**src/logic/pwmt_pkg.sv**
```systemverilog
// constants shared by the match-based pwm timer modules
package pwmt_pkg;
  localparam int NUM_MATCH = 7;
  localparam int NUM_OUT = 6;
  // register byte offsets on the bus
  localparam logic [7:0] OFS_STATUS = 8'h00;
  localparam logic [7:0] OFS_CTRL = 8'h04;
  localparam logic [7:0] OFS_COUNT = 8'h08;
  localparam logic [7:0] OFS_PRESCALE = 8'h0C;
  localparam logic [7:0] OFS_PRECOUNT = 8'h10;
  localparam logic [7:0] OFS_ACTION = 8'h14;
  localparam logic [7:0] OFS_MATCH0 = 8'h18;
  localparam logic [7:0] OFS_MATCH6 = 8'h30;
  localparam logic [7:0] OFS_OUTCFG = 8'h34;
  localparam logic [7:0] OFS_RELEASE = 8'h38;
  localparam logic [7:0] OFS_MASK = 8'h3C;
  localparam logic [7:0] OFS_PINS = 8'h40;
  // control register fields
  localparam int CTRL_EN_BIT = 0;
  localparam int CTRL_RST_BIT = 1;
  localparam int CTRL_PWM_BIT = 3;
  // match action fields, three bits per compare register
  localparam int ACT_IRQ = 0;
  localparam int ACT_RST = 1;
  localparam int ACT_STOP = 2;
  localparam int ACT_WIDTH = 3;
  localparam int ACT_BITS = 21;
  // output configuration fields
  localparam int OUTCFG_DBL_LSB = 2;
  localparam int OUTCFG_OE_LSB = 9;
  // values after reset
  localparam logic [31:0] RST_WORD = 32'h0000_0000;
  localparam logic [6:0] RST_FLAGS = 7'h00;
endpackage : pwmt_pkg

```
**src/logic/pwmt_match_if.sv**
```systemverilog
// carrier between the control logic and the compare register bank
`timescale 1ns/1ps
`default_nettype none
interface pwmt_match_if;
  logic wr_en;
  logic [2:0] wr_idx;
  logic [31:0] wr_data;
  logic [6:0] apply;
  logic [2:0] rd_idx;
  logic [31:0] rd_data;
  logic [6:0][31:0] active;
  modport ctrl (output wr_en, wr_idx, wr_data, apply, rd_idx,
                input rd_data, active);
  modport bank (input wr_en, wr_idx, wr_data, apply, rd_idx,
                output rd_data, active);
endinterface : pwmt_match_if
`default_nettype wire

```
**src/logic/pwmt_match_bank.sv**
```systemverilog
// compare register bank: written shadows and released active values
`timescale 1ns/1ps
`default_nettype none
module pwmt_match_bank (
  input wire logic clk,
  input wire logic reset_n,
  pwmt_match_if.bank mif
);
  logic [6:0][31:0] shadow_q;
  logic [6:0][31:0] shadow_d;
  logic [6:0][31:0] active_q;
  logic [6:0][31:0] active_d;
  logic [31:0] rd_q;
  logic [31:0] rd_d;

  // shadows take writes at once; active copies move only on release
  always_comb begin
    shadow_d = shadow_q;
    active_d = active_q;
    rd_d = pwmt_pkg::RST_WORD;
    if (mif.wr_en && mif.wr_idx < 3'h7) begin
      shadow_d[mif.wr_idx] = mif.wr_data;
    end
    for (int i = 0; i < pwmt_pkg::NUM_MATCH; i++) begin
      if (mif.apply[i]) begin
        active_d[i] = shadow_d[i];
      end
    end
    // read port returns the written value, one cycle later
    if (mif.rd_idx < 3'h7) begin
      rd_d = shadow_q[mif.rd_idx];
    end
  end

  always_ff @(posedge clk or negedge reset_n) begin
    if (!reset_n) begin
      shadow_q <= '0;
      active_q <= '0;
      rd_q <= pwmt_pkg::RST_WORD;
    end else begin
      shadow_q <= shadow_d;
      active_q <= active_d;
      rd_q <= rd_d;
    end
  end

  assign mif.active = active_q;
  assign mif.rd_data = rd_q;
endmodule : pwmt_match_bank
`default_nettype wire

```
**src/logic/pwmt_top.sv**
```systemverilog
// match-based pwm timer with an ahb-lite register slave
// Behaviour
// - 32-bit counter stepped through programmable 32-bit prescaler
// - seven compare registers feed six pwm outputs
// - match may continue, stop or clear, optional irq
// - in pwm mode cycle compare match clears count, sets period
// - single-edge output rises each cycle, falls on match
// - double-edge output: one match rises, other falls
// - period and width any whole number of steps
// - new compare values apply only after software release
// - pwm mode off: plain timer, outputs held low
//
// Local design decisions: the placing of the registers and register access over AHB-Lite.
`timescale 1ns/1ps
`default_nettype none
module pwmt_top (
  input wire logic clk,
  input wire logic reset_n,
  input wire logic hsel,
  input wire logic [31:0] haddr,
  input wire logic [1:0] htrans,
  input wire logic hwrite,
  input wire logic [2:0] hsize,
  input wire logic [31:0] hwdata,
  input wire logic hready,
  output logic [31:0] hrdata,
  output logic hreadyout,
  output logic hresp,
  output logic irq,
  output logic [6:1] pwm_out
);
  pwmt_match_if mif ();

  pwmt_match_bank u_bank (
    .clk(clk),
    .reset_n(reset_n),
    .mif(mif.bank)
  );

  // offset decode shared by the read and write paths
  function automatic logic is_match_ofs(input logic [7:0] a);
    return (a >= pwmt_pkg::OFS_MATCH0) && (a <= pwmt_pkg::OFS_MATCH6);
  endfunction : is_match_ofs

  function automatic logic [2:0] match_idx(input logic [7:0] a);
    logic [7:0] d;
    d = a - pwmt_pkg::OFS_MATCH0;
    return d[4:2];
  endfunction : match_idx

  // bus state
  logic take;
  logic [7:0] aofs;
  logic wr_pend_q, wr_pend_d;
  logic [7:0] wr_ofs_q, wr_ofs_d;
  logic rd_mr_q, rd_mr_d;
  logic [31:0] hrdata_q, hrdata_d;
  // timer state
  logic en_q, en_d, rst_q, rst_d, pwm_en_q, pwm_en_d;
  logic [31:0] tc_q, tc_d, pc_q, pc_d, pr_q, pr_d;
  logic [20:0] mcr_q, mcr_d;
  logic [6:2] dbl_q, dbl_d;
  logic [6:1] oe_q, oe_d;
  logic [6:0] ler_q, ler_d, status_q, status_d, mask_q, mask_d;
  logic [6:1] out_q, out_d;
  // match events
  logic tick, rst_any, stop_any;
  logic [6:0] match, rst_hit, stop_hit, irq_hit, apply;
  logic [6:1] set_e, clr_e;

  // address phase is taken when selected, ready and nonseq/seq
  assign take = hsel & hready & htrans[1];
  assign aofs = haddr[7:0];

  // prescaler wrap yields one count step per programmed period
  assign tick = en_q & ~rst_q & (pc_q == pr_q);

  // per compare register: equality and its programmed actions
  genvar g;
  generate
    for (g = 0; g < pwmt_pkg::NUM_MATCH; g++) begin : g_match
      assign match[g] = tick & (tc_q == mif.active[g]);
      assign irq_hit[g] =
        match[g] & mcr_q[g*pwmt_pkg::ACT_WIDTH + pwmt_pkg::ACT_IRQ];
      assign rst_hit[g] =
        match[g] & mcr_q[g*pwmt_pkg::ACT_WIDTH + pwmt_pkg::ACT_RST];
      assign stop_hit[g] =
        match[g] & mcr_q[g*pwmt_pkg::ACT_WIDTH + pwmt_pkg::ACT_STOP];
    end
  endgenerate

  // in pwm mode the cycle compare always restarts the period
  assign rst_any = (|rst_hit) | (pwm_en_q & match[0]);
  assign stop_any = |stop_hit;

  // edge sources: single-edge uses cycle start, double-edge its pair
  generate
    for (g = 1; g <= pwmt_pkg::NUM_OUT; g++) begin : g_edge
      if (g == 1) begin : g_single
        assign set_e[g] = match[0];
      end else begin : g_either
        assign set_e[g] = dbl_q[g] ? match[g-1] : match[0];
      end
      assign clr_e[g] = match[g];
    end
  endgenerate

  // released values wait for a period start while pwm mode runs
  assign apply = pwm_en_q ? (match[0] ? ler_q : 7'h00) : ler_q;

  assign mif.wr_en = wr_pend_q & is_match_ofs(wr_ofs_q);
  assign mif.wr_idx = match_idx(wr_ofs_q);
  assign mif.wr_data = hwdata;
  assign mif.apply = apply;
  assign mif.rd_idx = is_match_ofs(aofs) ? match_idx(aofs) : 3'h0;

  // next state of bus, timer, flags and outputs
  always_comb begin
    wr_pend_d = take & hwrite;
    wr_ofs_d = aofs;
    rd_mr_d = take & ~hwrite & is_match_ofs(aofs);
    hrdata_d = pwmt_pkg::RST_WORD;
    en_d = en_q;
    rst_d = rst_q;
    pwm_en_d = pwm_en_q;
    tc_d = tc_q;
    pc_d = pc_q;
    pr_d = pr_q;
    mcr_d = mcr_q;
    dbl_d = dbl_q;
    oe_d = oe_q;
    ler_d = ler_q & ~apply;
    status_d = status_q;
    mask_d = mask_q;
    out_d = out_q;
    // count path: prescaler, then main counter, any step size works
    if (en_q && !rst_q) begin
      pc_d = tick ? pwmt_pkg::RST_WORD : pc_q + 32'h0000_0001;
    end
    if (tick) begin
      tc_d = rst_any ? pwmt_pkg::RST_WORD : tc_q + 32'h0000_0001;
    end
    // outputs: clear beats set so equal edges give a constant low
    for (int n = 1; n <= pwmt_pkg::NUM_OUT; n++) begin
      if (!pwm_en_q || !oe_q[n]) begin
        out_d[n] = 1'h0;
      end else if (clr_e[n]) begin
        out_d[n] = 1'h0;
      end else if (set_e[n]) begin
        out_d[n] = 1'h1;
      end
    end
    // data phase writes
    if (wr_pend_q) begin
      case (wr_ofs_q)
        pwmt_pkg::OFS_STATUS: status_d = status_q & ~hwdata[6:0];
        pwmt_pkg::OFS_CTRL: begin
          en_d = hwdata[pwmt_pkg::CTRL_EN_BIT];
          rst_d = hwdata[pwmt_pkg::CTRL_RST_BIT];
          pwm_en_d = hwdata[pwmt_pkg::CTRL_PWM_BIT];
        end
        pwmt_pkg::OFS_COUNT: tc_d = hwdata;
        pwmt_pkg::OFS_PRESCALE: pr_d = hwdata;
        pwmt_pkg::OFS_ACTION: mcr_d = hwdata[pwmt_pkg::ACT_BITS-1:0];
        pwmt_pkg::OFS_OUTCFG: begin
          dbl_d = hwdata[pwmt_pkg::OUTCFG_DBL_LSB +: 5];
          oe_d = hwdata[pwmt_pkg::OUTCFG_OE_LSB +: 6];
        end
        pwmt_pkg::OFS_RELEASE: ler_d = ler_d | hwdata[6:0];
        pwmt_pkg::OFS_MASK: mask_d = hwdata[6:0];
        default: ;
      endcase
    end
    // hardware events win over the software clear and enable
    status_d = status_d | irq_hit;
    if (stop_any) begin
      en_d = 1'h0;
    end
    // held counter reset keeps counts, pending releases and pins cleared
    if (rst_q) begin
      tc_d = pwmt_pkg::RST_WORD;
      pc_d = pwmt_pkg::RST_WORD;
      ler_d = pwmt_pkg::RST_FLAGS;
      out_d = 6'h00;
    end
    // read data built in the address phase so it stands from a flop
    if (take && !hwrite) begin
      case (aofs)
        pwmt_pkg::OFS_STATUS: hrdata_d[6:0] = status_q;
        pwmt_pkg::OFS_CTRL: begin
          hrdata_d[pwmt_pkg::CTRL_EN_BIT] = en_q;
          hrdata_d[pwmt_pkg::CTRL_RST_BIT] = rst_q;
          hrdata_d[pwmt_pkg::CTRL_PWM_BIT] = pwm_en_q;
        end
        pwmt_pkg::OFS_COUNT: hrdata_d = tc_q;
        pwmt_pkg::OFS_PRESCALE: hrdata_d = pr_q;
        pwmt_pkg::OFS_PRECOUNT: hrdata_d = pc_q;
        pwmt_pkg::OFS_ACTION: hrdata_d[pwmt_pkg::ACT_BITS-1:0] = mcr_q;
        pwmt_pkg::OFS_OUTCFG: begin
          hrdata_d[pwmt_pkg::OUTCFG_DBL_LSB +: 5] = dbl_q;
          hrdata_d[pwmt_pkg::OUTCFG_OE_LSB +: 6] = oe_q;
        end
        pwmt_pkg::OFS_RELEASE: hrdata_d[6:0] = ler_q;
        pwmt_pkg::OFS_MASK: hrdata_d[6:0] = mask_q;
        pwmt_pkg::OFS_PINS: hrdata_d[6:1] = out_q;
        default: ;
      endcase
    end
  end

  always_ff @(posedge clk or negedge reset_n) begin
    if (!reset_n) begin
      wr_pend_q <= 1'h0;
      wr_ofs_q <= 8'h00;
      rd_mr_q <= 1'h0;
      hrdata_q <= pwmt_pkg::RST_WORD;
      en_q <= 1'h0;
      rst_q <= 1'h0;
      pwm_en_q <= 1'h0;
      tc_q <= pwmt_pkg::RST_WORD;
      pc_q <= pwmt_pkg::RST_WORD;
      pr_q <= pwmt_pkg::RST_WORD;
      mcr_q <= 21'h00_0000;
      dbl_q <= 5'h00;
      oe_q <= 6'h00;
      ler_q <= pwmt_pkg::RST_FLAGS;
      status_q <= pwmt_pkg::RST_FLAGS;
      mask_q <= pwmt_pkg::RST_FLAGS;
      out_q <= 6'h00;
    end else begin
      wr_pend_q <= wr_pend_d;
      wr_ofs_q <= wr_ofs_d;
      rd_mr_q <= rd_mr_d;
      hrdata_q <= hrdata_d;
      en_q <= en_d;
      rst_q <= rst_d;
      pwm_en_q <= pwm_en_d;
      tc_q <= tc_d;
      pc_q <= pc_d;
      pr_q <= pr_d;
      mcr_q <= mcr_d;
      dbl_q <= dbl_d;
      oe_q <= oe_d;
      ler_q <= ler_d;
      status_q <= status_d;
      mask_q <= mask_d;
      out_q <= out_d;
    end
  end

  // zero wait states, always okay; compare reads come from the bank
  assign hrdata = rd_mr_q ? mif.rd_data : hrdata_q;
  assign hreadyout = 1'h1;
  assign hresp = 1'h0;
  assign irq = |(status_q & mask_q);
  assign pwm_out = out_q;
endmodule : pwmt_top
`default_nettype wire
```
**config.mk**
```make
export PLATFORM = sky130hd
export DESIGN_NAME = pwmt_top
export DESIGN_NICKNAME = d
export VERILOG_FILES = /design/src/logic/pwmt_pkg.sv /design/src/logic/pwmt_match_if.sv /design/src/logic/pwmt_match_bank.sv /design/src/logic/pwmt_top.sv
export SDC_FILE = /design/constraint.sdc
export NUM_CORES = 1
export LEC_CHECK = 0
export BUFFER_PORTS_ARGS = -buffer_cell sky130_fd_sc_hd__clkbuf_2
export CAP_MARGIN = 20
export CORE_ASPECT_RATIO = 1.2
export CORE_MARGIN = 2
export CORE_UTILIZATION = 60
export CTS_CLUSTER_DIAMETER = 150
export CTS_CLUSTER_SIZE = 14
export DETAILED_ROUTE_END_ITERATION = 12
export MAX_ROUTING_LAYER = met4
export PLACE_DENSITY = 0.87
export SLEW_MARGIN = 20
export SYNTH_ARGS = -nofsm -noshare
export SYNTH_HDL_FRONTEND = slang
export SYNTH_SLANG_ARGS = --single-unit
```
**constraint.sdc**
```tcl
create_clock -name clk -period 3.1 [get_ports clk]
set_input_delay 0.31 -clock clk [delete_from_list [all_inputs] [get_ports clk]]
set_output_delay 0.31 -clock clk [all_outputs]
set_load 0.01 [all_outputs]
```
==> Yosys cells after proc, flatten, opt, wreduce, memory -nomap -nowiden <==
Index checks and enable logic that the tools add are counted.
{ "totals": {"register_bits": 680, "out_inout_bits": 41, "wordCells": 223} }
{ "op_classes": {"addsub": 4, "magnitude_cmp": 9, "n_eq_ne": 24, "n_mux": 61, "n_bitwise": 47, "reduce_logical": 41} }
{ "ops": {"columns": ["operator", "count"], "rows": [
  ["$mux 32", 13],
  ["$eq 32x32->1", 8],
  ["$bwmux 224", 1],
  ["$mux 224", 1],
  ["$bmux 32 s3", 1],
  ["$demux 32 s3", 1],
  ["$add 32x1->32 const B", 2],
  ["$mux 7", 7],
  ["$eq 8x6->1 const B", 6],
  ["$and 1x1->1", 37],
  ["$pmux 11 s3", 1],
  ["$eq 8x4->1 const B", 4],
  ["$pmux 6 s5", 1],
  ["$pmux 3 s9", 1],
  ["$mux 1", 26],
  ["$eq 8x5->1 const B", 3],
  ["$pmux 6 s4", 1],
  ["$reduce_bool 4->1", 6],
  ["$and 7x7->7", 3],
  ["$reduce_or 7->1", 3],
  ["$pmux 1 s9", 2],
  ["$eq 8x3->1 const B", 2],
  ["$ge 8x5->1 const B", 2],
  ["$le 8x6->1 const B", 2],
  ["20 further kinds", 52]
]} }

==> Logic depth before layout (Yosys ltp) <==
Gate-level depths: netlist of the first run.
{ "logic_depth": {"ltp_word": 12, "ltp_mapped": 11} }

==> Modules after synthesis <==
Synthesis of the first run repeated with hierarchy kept, for this count alone.
{ "unflattened": {"cells_unflattened": 2607, "area_unflattened_um2": 33271.9} }
{ "modules_own_cells": {"columns": ["mod", "instances", "cells_per_inst", "area_per_inst_um2", "seq_area_each_um2"], "rows": [
  ["pwmt_match_bank", 1, 1215, 20081.8, 12011.5],
  ["pwmt_top", 1, 1392, 13190.2, 5004.8]
]} }

==> Least setup slack after synthesis of the first run <==
No wires, ideal clock.
{ "synth_timing": {"kind": "flip-flop to flip-flop", "startpoint": "register pc_q[16]", "endpoint": "register u_bank.active_q, in the netlist u_bank.mif.active[129]", "setup_ns": 0.127, "t_arrival_ns": 2.471, "required_time_ns": 2.973, "slack_ns": 0.502, "stages_incl_launch_ff": 12, "period_less_slack_ns": 2.598, "path_cell_list": "dfrtp_1 > buf_2 > xor2_1 > nor4_2 > nand4_2 > nor3_4 > a21boi_2 > buf_2 > nand2b_1 > buf_2 > buf_6 > mux2_1"} }
{ "synth_via": {"elab_chain_len": 5} }
{ "synth_rtl": {"columns": ["element", "line", "text"], "rows": [
  ["start, declared", "pwmt_top.sv:60", "logic [31:0] tc_q, tc_d, pc_q, pc_d, pr_q, pr_d;"],
  ["start signal, assigned", "pwmt_top.sv:221", "pc_q <= pwmt_pkg::RST_WORD;"],
  ["start signal, assigned", "pwmt_top.sv:239", "pc_q <= pc_d;"],
  ["$eq 32x32->1", "pwmt_top.sv:76", "assign tick = en_q & ~rst_q & (pc_q == pr_q);"],
  ["$and 1x1->1", "pwmt_top.sv:76", null],
  ["$and 1x1->1", "pwmt_top.sv:82", "assign match[g] = tick & (tc_q == mif.active[g]);"],
  ["$mux 7 (2 in series)", "pwmt_top.sv:109", "assign apply = pwm_en_q ? (match[0] ? ler_q : 7'h00) : ler_q;"],
  ["end signal, assigned", "pwmt_match_bank.sv:42", "active_q <= active_d;"],
  ["end, declared", "pwmt_match_bank.sv:11", "logic [6:0][31:0] active_q;"]
]} }
No other way between the ends.
A chain may end at the register's enable or synchronous reset.

==> Worst setup path after layout of the first run <==
{ "layout_timing": {"startpoint": "register tc_q[25]", "endpoint": "register tc_q[5]"} }
{ "layout_via": {"elab_chain_len": 10} }
{ "layout_rtl": {"columns": ["element", "line", "text"], "rows": [
  ["start, declared", "pwmt_top.sv:60", null],
  ["start signal, assigned", "pwmt_top.sv:220", "tc_q <= pwmt_pkg::RST_WORD;"],
  ["start signal, assigned", "pwmt_top.sv:238", "tc_q <= tc_d;"],
  ["$eq 32x32->1", "pwmt_top.sv:82", null],
  ["$and 1x1->1", "pwmt_top.sv:82", null],
  ["$and 1x1->1", "pwmt_top.sv:86", "match[g] & mcr_q[g*pwmt_pkg::ACT_WIDTH + pwmt_pkg::ACT_RST];"],
  ["$reduce_or 7->1", "pwmt_top.sv:93", "assign rst_any = (|rst_hit) | (pwm_en_q & match[0]);"],
  ["$or 1x1->1 *", "pwmt_top.sv:93", null],
  ["$mux 32 *", "pwmt_top.sv:141", "tc_d = rst_any ? pwmt_pkg::RST_WORD : tc_q + 32'h0000_0001;"],
  ["$mux 32 *", "pwmt_top.sv:140", "if (tick) begin"],
  ["$mux 32", "pwmt_top.sv:155", "case (wr_ofs_q)"],
  ["$mux 32 *", "pwmt_top.sv:154", "if (wr_pend_q) begin"],
  ["$mux 32 *", "pwmt_top.sv:180", "if (rst_q) begin"],
  ["via tc_d[5]", "pwmt_top.sv:60", null]
]} }
The timed path passes the listed nets; every way through them passes the cells marked *.

==> metrics.yaml, run 1 <==
status:
  status: "finished clean"
sta:
  slew_headroom: 0.335
  fin_crit_sh: 0.981
  rsz0062_at_grt: "false"
  fmax_ghz: 0.329
  timing.setup.tns_ns: 0
  worst_slew_pin_slew_ns: 0.998
  drv_slew: 0
  finalClockSkew_ns: 0.0316
  whs_ns: 0.0597
  hold_viol: 0
  min_period_ns: 3.04
  finalSetupViolCount: 0
cells_and_area:
  areaGrowthSynthToFinish_pct: 10.4
  fin_util: 0.666
  drive_above_1_share: 0.233
  layout_common_cells: "dfrtp_1, mux2_2, xor2_1, mux2_1, buf_4"
  layout_commonest_cell: "dfrtp_1"
  nets: 2804
  final_cells: 3444
cts:
  clk_path_buf_depth: 3
  cts_root_buffer: "clkbuf_16"
  cts_tree: "built"
  cts_setup_buffers: 0
  numCtsBuffers: 54
  cts.sink_count: 680
  clkSlewWorstSetupHoldPaths_ns: 0.07
  cts-htree-levels: 2
  clk_latency_ns: 0.66
job:
  maxCapViolCount: 0
route:
  postRouteAntennaNets: 0
  drtPass1Iterations: 7
  vias_per_cell: 6.77
  drc: 0
  wirelength_um: 101000
  dr.first_iter.drc_count: 2771
  wire_per_inst_um: 29.4
  vias: 23311
worst_setup_path:
  rr_endpoint: "tc_q[5]"
  startpoint_type: "flop"
  worst-setup-path-type: "flop to flop"
  reg2reg_depth: 9
  arrival_ns: 3.52
  r2r_start: "tc_q[25]"
  r2r_slack_ns: 0.06
  path_max_fanout: 28
  critPathRequiredTime_ns: 3.58
  end_kind: "flop"
placed_design:
  portBuffers: 84
  post-place-cells: 3375
  finalWeightedCongestion: 1.03
  hpwl_um: 72000
logic_synthesis:
  synth_top_area_frac: 0.529
  synth.area.top_cells: "dfrtp_1, mux2_2, mux2_1, xor2_1, mux2i_1"
  syn_avg_cell_area_um2: 12.2
  ys.flop_type: "dfrtp_1"
  syn-num-nets: 2713
  seq_area_frac_synth: 0.529
  ys_warn_count: 0
  synth_top_area_cell: "dfrtp_1"
  synth-seq-cells: 680
  synth_edf_count: 0
  synth_area_um2: 32200
  synth_async_sr_flop_share: 1.00
  synthCells: 2636
  yosys.cell_types.count: 58
grt:
  antenna_found_initial: 2
  grt_pass1_wl_um: 152000
  grt.total_usage: 0.380
  grt_overflow: 0
  grt_max_degree: 92
  grt_pass1_vias: 23970
floorplanning:
  core_um2: 53400
  die_w_um: 215
  fp.dieH_um: 258
  io_pins: 115
  row_count: 93
  start_util: 0.603
  dieArea_um2: 55500
power_and_ir_drop:
  p_leak_uw: 0.0161
  p_total_uw: 18600
  ir_drop_mv: 0.420
  p_per_area_nw_per_um2: 522
worst_hold_path:
  hold_class: "input port to flop"
  min_to: "tc_q[29]"
  hold_start: "hwdata[29]"
  min_path_cells: 3
[critical path, cell delays in order, from the launching register on]
cell     delay (ns)
dfrtp_1        0.42
buf_4          0.18
xor2_1         0.27
nor4_1         0.60
nand4_1        0.31
nor2_1         0.32
a21oi_1        0.13
a31oi_2        0.26
buf_12         0.23
o31ai_1        0.12
[power by group]
group / switching, uW / total, uW / internal, uW
registers: 313 / 9520 / 9210
logic: 1870 / 2780 / 906
clock network: 3160 / 6260 / 3100
total: 5350 / 18600 / 13200
[how the worst max path moves through the flow]
stage / end / slack [ns] / from
floorplan: u_bank.mif.active[129] / 0.50 / pc_q[16]
global placement: u_bank.mif.active[60] / 0.20 / tc_q[2]
detailed placement: tc_q[5] / 0.16 / tc_q[12]
CTS: tc_q[5] / 0.04 / tc_q[12]
global route: u_bank.mif.active[71] / 0.07 / tc_q[19]
finish: tc_q[5] / 0.06 / tc_q[25]
[state kept, by name (all words and copies together) (netlist names), 5 cells and up]
register            flops
dbl_q                   5
hrdata_q               32
ler_q                   7
mask_q                  7
mcr_q                  21
oe_q                    6
pc_q                   32
pr_q                   32
pwm_out                 6
status_q                7
tc_q                   32
u_bank.mif.active     224
u_bank.mif.rd_data     32
u_bank.shadow_q       224
wr_ofs_q                8
[synth_stat cells, types with 18 or more instances]
| library cell | count |
|---|---|
| clkbuf_1 | 116 |
| o31ai_1 | 39 |
| nand4_1 | 30 |
| nor2_1 | 106 |
| a21oi_1 | 61 |
| mux2_2 | 326 |
| a222oi_1 | 35 |
| dfrtp_1 | 680 |
| nand2_1 | 114 |
| xor2_1 | 275 |
| a22oi_1 | 18 |
| nor4_1 | 75 |
| o21ai_0 | 115 |
| o22ai_1 | 38 |
| nor3_1 | 18 |
| and3_1 | 22 |
| buf_1 | 36 |
| xnor2_1 | 22 |
| mux2i_1 | 74 |
| nand3_1 | 36 |
| mux2_1 | 224 |
| buf_2 | 36 |
[cell families after synthesis]
family | count (synthesis) | share of synthesized area
multiplexers | 624 | 0.215
other | 2 | 0.000233
AO/OA/AOI/OAI | 360 | 0.0736
buffers and inverters | 214 | 0.0287
XOR/XNOR | 297 | 0.0808
flip-flops | 680 | 0.529
AND/OR/NAND/NOR | 456 | 0.0716
adder cells (fa/ha/maj) | 3 | 0.00117
[final cells by class]
cell class / count / area, um2
Antenna cell: 3 / 7.51
Clock buffer: 54 / 1350
Clock inverter: 4 / 65.1
Fill cell: 3743 / 17900
Inverter: 15 / 56.3
Multi-Input combinational cell: 1742 / 14300
Sequential cell: 680 / 17000
Tap cell: 712 / 891
Timing Repair Buffer: 234 / 1820
[per-stage QoR]
step | worst slack (ns) | cell area (um2)
2_1_floorplan | 0.502 | 32200
3_3_place_gp | 0.198 | 34000
3_5_place_dp | 0.158 | 34000
4_1_cts | 0.0433 | 35500
5_1_grt | 0.0692 | 35500
6_report | 0.0590 | 35500
[timing repair]
| action | CTS | global route |
|---|---|---|
| hold buffers | 8 | 0 |
| resized for setup | 0 | 2 |
| endpoints found under the hold margin | 77 | 0 |
| endpoints found under the setup margin | 0 | 33 |
[layer usage]
layer | global-route usage | up-vias | share of wire
met5 | - | - | 0
met4 | 0.274 | 0 | 0.088
met3 | 0.0680 | 379 | 0.091
met2 | 0.574 | 1467 | 0.46
met1 | 0.462 | 11852 | 0.36
li1 | - | 9613 | -
Note: power is estimated with default switching activity, not from simulation.
==> run 2: changes to the inputs <==
--- a/config.mk
+++ b/config.mk
@@ -15,6 +15,7 @@
 export DETAILED_ROUTE_END_ITERATION = 12
 export MAX_ROUTING_LAYER = met4
 export PLACE_DENSITY = 0.87
+export REMOVE_ABC_BUFFERS = 1
 export SLEW_MARGIN = 20
 export SYNTH_ARGS = -nofsm -noshare
 export SYNTH_HDL_FRONTEND = slang
==> metrics.yaml, run 2 (same netlist as run 1, synthesis figures left out) <==
floorplanning:
  die_w_um: 215  # unchanged
  core_um2: 53400  # unchanged
  start_util: 0.603  # unchanged
  io_pins: 115  # unchanged
  dieArea_um2: 55500  # unchanged
  row_count: 93  # unchanged
  fp.dieH_um: 258  # unchanged
cts:
  cts_root_buffer: "clkbuf_16"  # unchanged
  clk_path_buf_depth: 3  # unchanged
  clk_latency_ns: 0.64  # was 0.66 ns
  cts.sink_count: 680  # unchanged
  cts_setup_buffers: 0  # unchanged
  numCtsBuffers: 54  # unchanged
  clkSlewWorstSetupHoldPaths_ns: 0.07  # about the same
  cts-htree-levels: 2  # unchanged
  cts_tree: "built"  # unchanged
cells_and_area:
  nets: 2889  # was 2804
  multi_input_area_um2: 14400  # was 14300 um2
  areaGrowthSynthToFinish_pct: 12.9  # was 10.4%
  final_cells: 3530  # was 3444
  layout_common_cells: "dfrtp_1, mux2_2, xor2_1, mux2_1, buf_4"  # unchanged
  final_area_um2: 36300  # was 35500 um2
  regArea_um2: 17000  # about the same
  drive_above_1_share: 0.260  # was 0.233
  fin_util: 0.681  # was 0.666
  layout_commonest_cell: "dfrtp_1"  # unchanged
  num-fill-cells: 3722  # was 3743
worst_setup_path:
  setup.worst_path.start: "tc_q[19]"  # was tc_q[25]
  crit_path_cell_trace: "xor2_1 -> nor4_1 -> nand4_1 -> buf_4 -> nor3_1 -> buf_4 -> nor3_1 -> a31oi_2 -> buf_12 -> o31ai_1"  # was buf_4 -> xor2_1 -> nor4_1 -> nand4_1 -> nor2_1 -> a21oi_1 -> a31oi_2 -> buf_12 -> o31ai_1
  cpMaxStageDelayCell: "dfrtp_1"  # was nor4_1
  startpoint_type: "flop"  # unchanged
  reg2reg_depth: 10  # was 9
  r2r_slack_ns: -0.07  # was 0.06 ns
  path_max_fanout: 28  # unchanged
  critPathRequiredTime_ns: 3.59  # was 3.58 ns
  worst-setup-path-type: "flop to flop"  # unchanged
  r2r_start: "tc_q[19]"  # was tc_q[25]
  rr_endpoint: "tc_q[12]"  # was tc_q[5]
  crit_family: "simple AND/OR/NAND/NOR gates"  # unchanged
  path_buf_inv: 3  # was 2
  critical_path.max_stage_delay_ns: 0.70  # was 0.60 ns
  end_kind: "flop"  # unchanged
  arrival_ns: 3.66  # was 3.52 ns
route:
  vias: 24403  # was 23.3k
  drc: 0  # unchanged
  postRouteAntennaNets: 0  # unchanged
  wirelength_um: 115000  # was 101000 um
  wire_per_inst_um: 32.6  # was 29.4 um
  dr.first_iter.drc_count: 3166  # was 2771
  vias_per_cell: 6.91  # was 6.77
  drtPass1Iterations: 7  # unchanged
worst_hold_path:
  hold_start: "hwdata[21]"  # was hwdata[29]
  hold_class: "input port to flop"  # unchanged
  min_to: "tc_q[21]"  # was tc_q[29]
  min_path_cells: 3  # unchanged
power_and_ir_drop:
  p_per_area_nw_per_um2: 519  # was 522 nW/um2
  p_leak_uw: 0.0165  # was 0.0161 uW
  switchingPower_uw: 5460  # was 5350 uW
  p_sw_frac: 0.289  # was 0.288
  seqPwrFrac: 0.509  # was 0.513
  ir_drop_mv: 0.550  # was 0.420 mV
  clockPowerShare: 0.334  # was 0.337
  power_frac_comb: 0.157  # was 0.150
  p_total_uw: 18900  # was 18600 uW
  p_int_uw: 13400  # was 13200 uW
placed_design:
  hpwl_um: 79800  # was 72000 um
  finalWeightedCongestion: 1.04  # was 1.03
  post-place-cells: 3459  # was 3375
  portBuffers: 84  # unchanged
  place_ws_ns: -0.0240  # was 0.158 ns
  placed_area_um2: 34800  # was 34000 um2
sta:
  min_period_ns: 3.17  # was 3.04 ns
  fmax_ghz: 0.315  # was 0.329 GHz
  finalClockSkew_ns: 0.0269  # was 0.0316 ns
  drv_slew: 0  # unchanged
  hold_viol: 0  # unchanged
  slew_headroom: 0.234  # was 0.335
  setup_ws_ns: -0.0723  # was 0.0590 ns
  fin_crit_sh: 1.02  # was 0.981
  finalSetupViolCount: 18  # was 0
  worst_slew_pin_slew_ns: 1.14  # was 0.998 ns
grt:
  antenna_found_initial: 6  # was 2
  grt_pass1_vias: 24881  # was 24.0k
  grt.total_usage: 0.431  # was 0.380
  grt_max_degree: 99  # was 92
  grt_overflow: 0  # unchanged
  grt_pass1_wl_um: 168000  # was 152000 um
status:
  violations: "setup timing"
  status: "finished with violations"  # was finished clean
job:
  maxCapViolCount: 0  # unchanged
## run 2: worst max path at each step
stage,to,slack (ns),depth (start not counted)
6_report,tc_q[12],-0.07,10
5_1_grt,u_bank.mif.active[155],-0.007,9
4_1_cts,u_bank.mif.active[155],0.04,9
3_5_place_dp,u_bank.mif.active[155],-0.02,10
3_3_place_gp,u_bank.mif.active[184],0.07,10
2_1_floorplan,u_bank.mif.active[0],-0.98,5
## run 2: worst register-to-register path, cell delays in order, from the launching register on
cell and delay, ns:
dfrtp_1 0.70, xor2_1 0.17, nor4_1 0.62, nand4_1 0.23, buf_4 0.21, nor3_1 0.17, buf_4 0.16, nor3_1 0.06
a31oi_2 0.31, buf_12 0.23, o31ai_1 0.16
## run 2: routing by layer
layer  share of wire  track usage  vias up
met2            0.45        0.644     1692
met5               0            -        -
met4            0.10        0.340        0
met3           0.097       0.0874      558
met1            0.35        0.511    12368
li1                -            -     9785
## run 2: layout make-up
type,count,area share
Sequential cell,680,0.468
Multi-Input combinational cell,1742,0.396
Timing Repair Buffer,319,0.0707
Clock buffer,56,0.0380
Tap cell,712,0.0245
Inverter,15,0.00155
Clock inverter,3,0.00103
Antenna cell,3,0.000207
## run 2: timing repair
action	CTS	global route
hold buffers	9	0
endpoints found under the hold margin	71	0
pin swaps	0	2
resized for setup	1	6
endpoints found under the setup margin	69	226
## run 2: stage by stage
stage | setup TNS, ns | hold slack (ns)
floorplan | -191.93 | 0.0144
global placement | 0 | 0.346
detailed placement | -0.0325 | 0.355
CTS | 0 | 0.0282
global route | -0.00733 | 0.0541
finish | -0.279 | 0.0372
## run 2: power groups by stage
stage	sequential [uW]	clock (uW)	combinational, uW
2_1_floorplan	9760	0	1050
3_3_place_gp	9710	0	2760
3_5_place_dp	9740	0	2810
4_1_cts	9580	6330	2860
5_1_grt	9610	6650	3040
6_report	9600	6300	2970
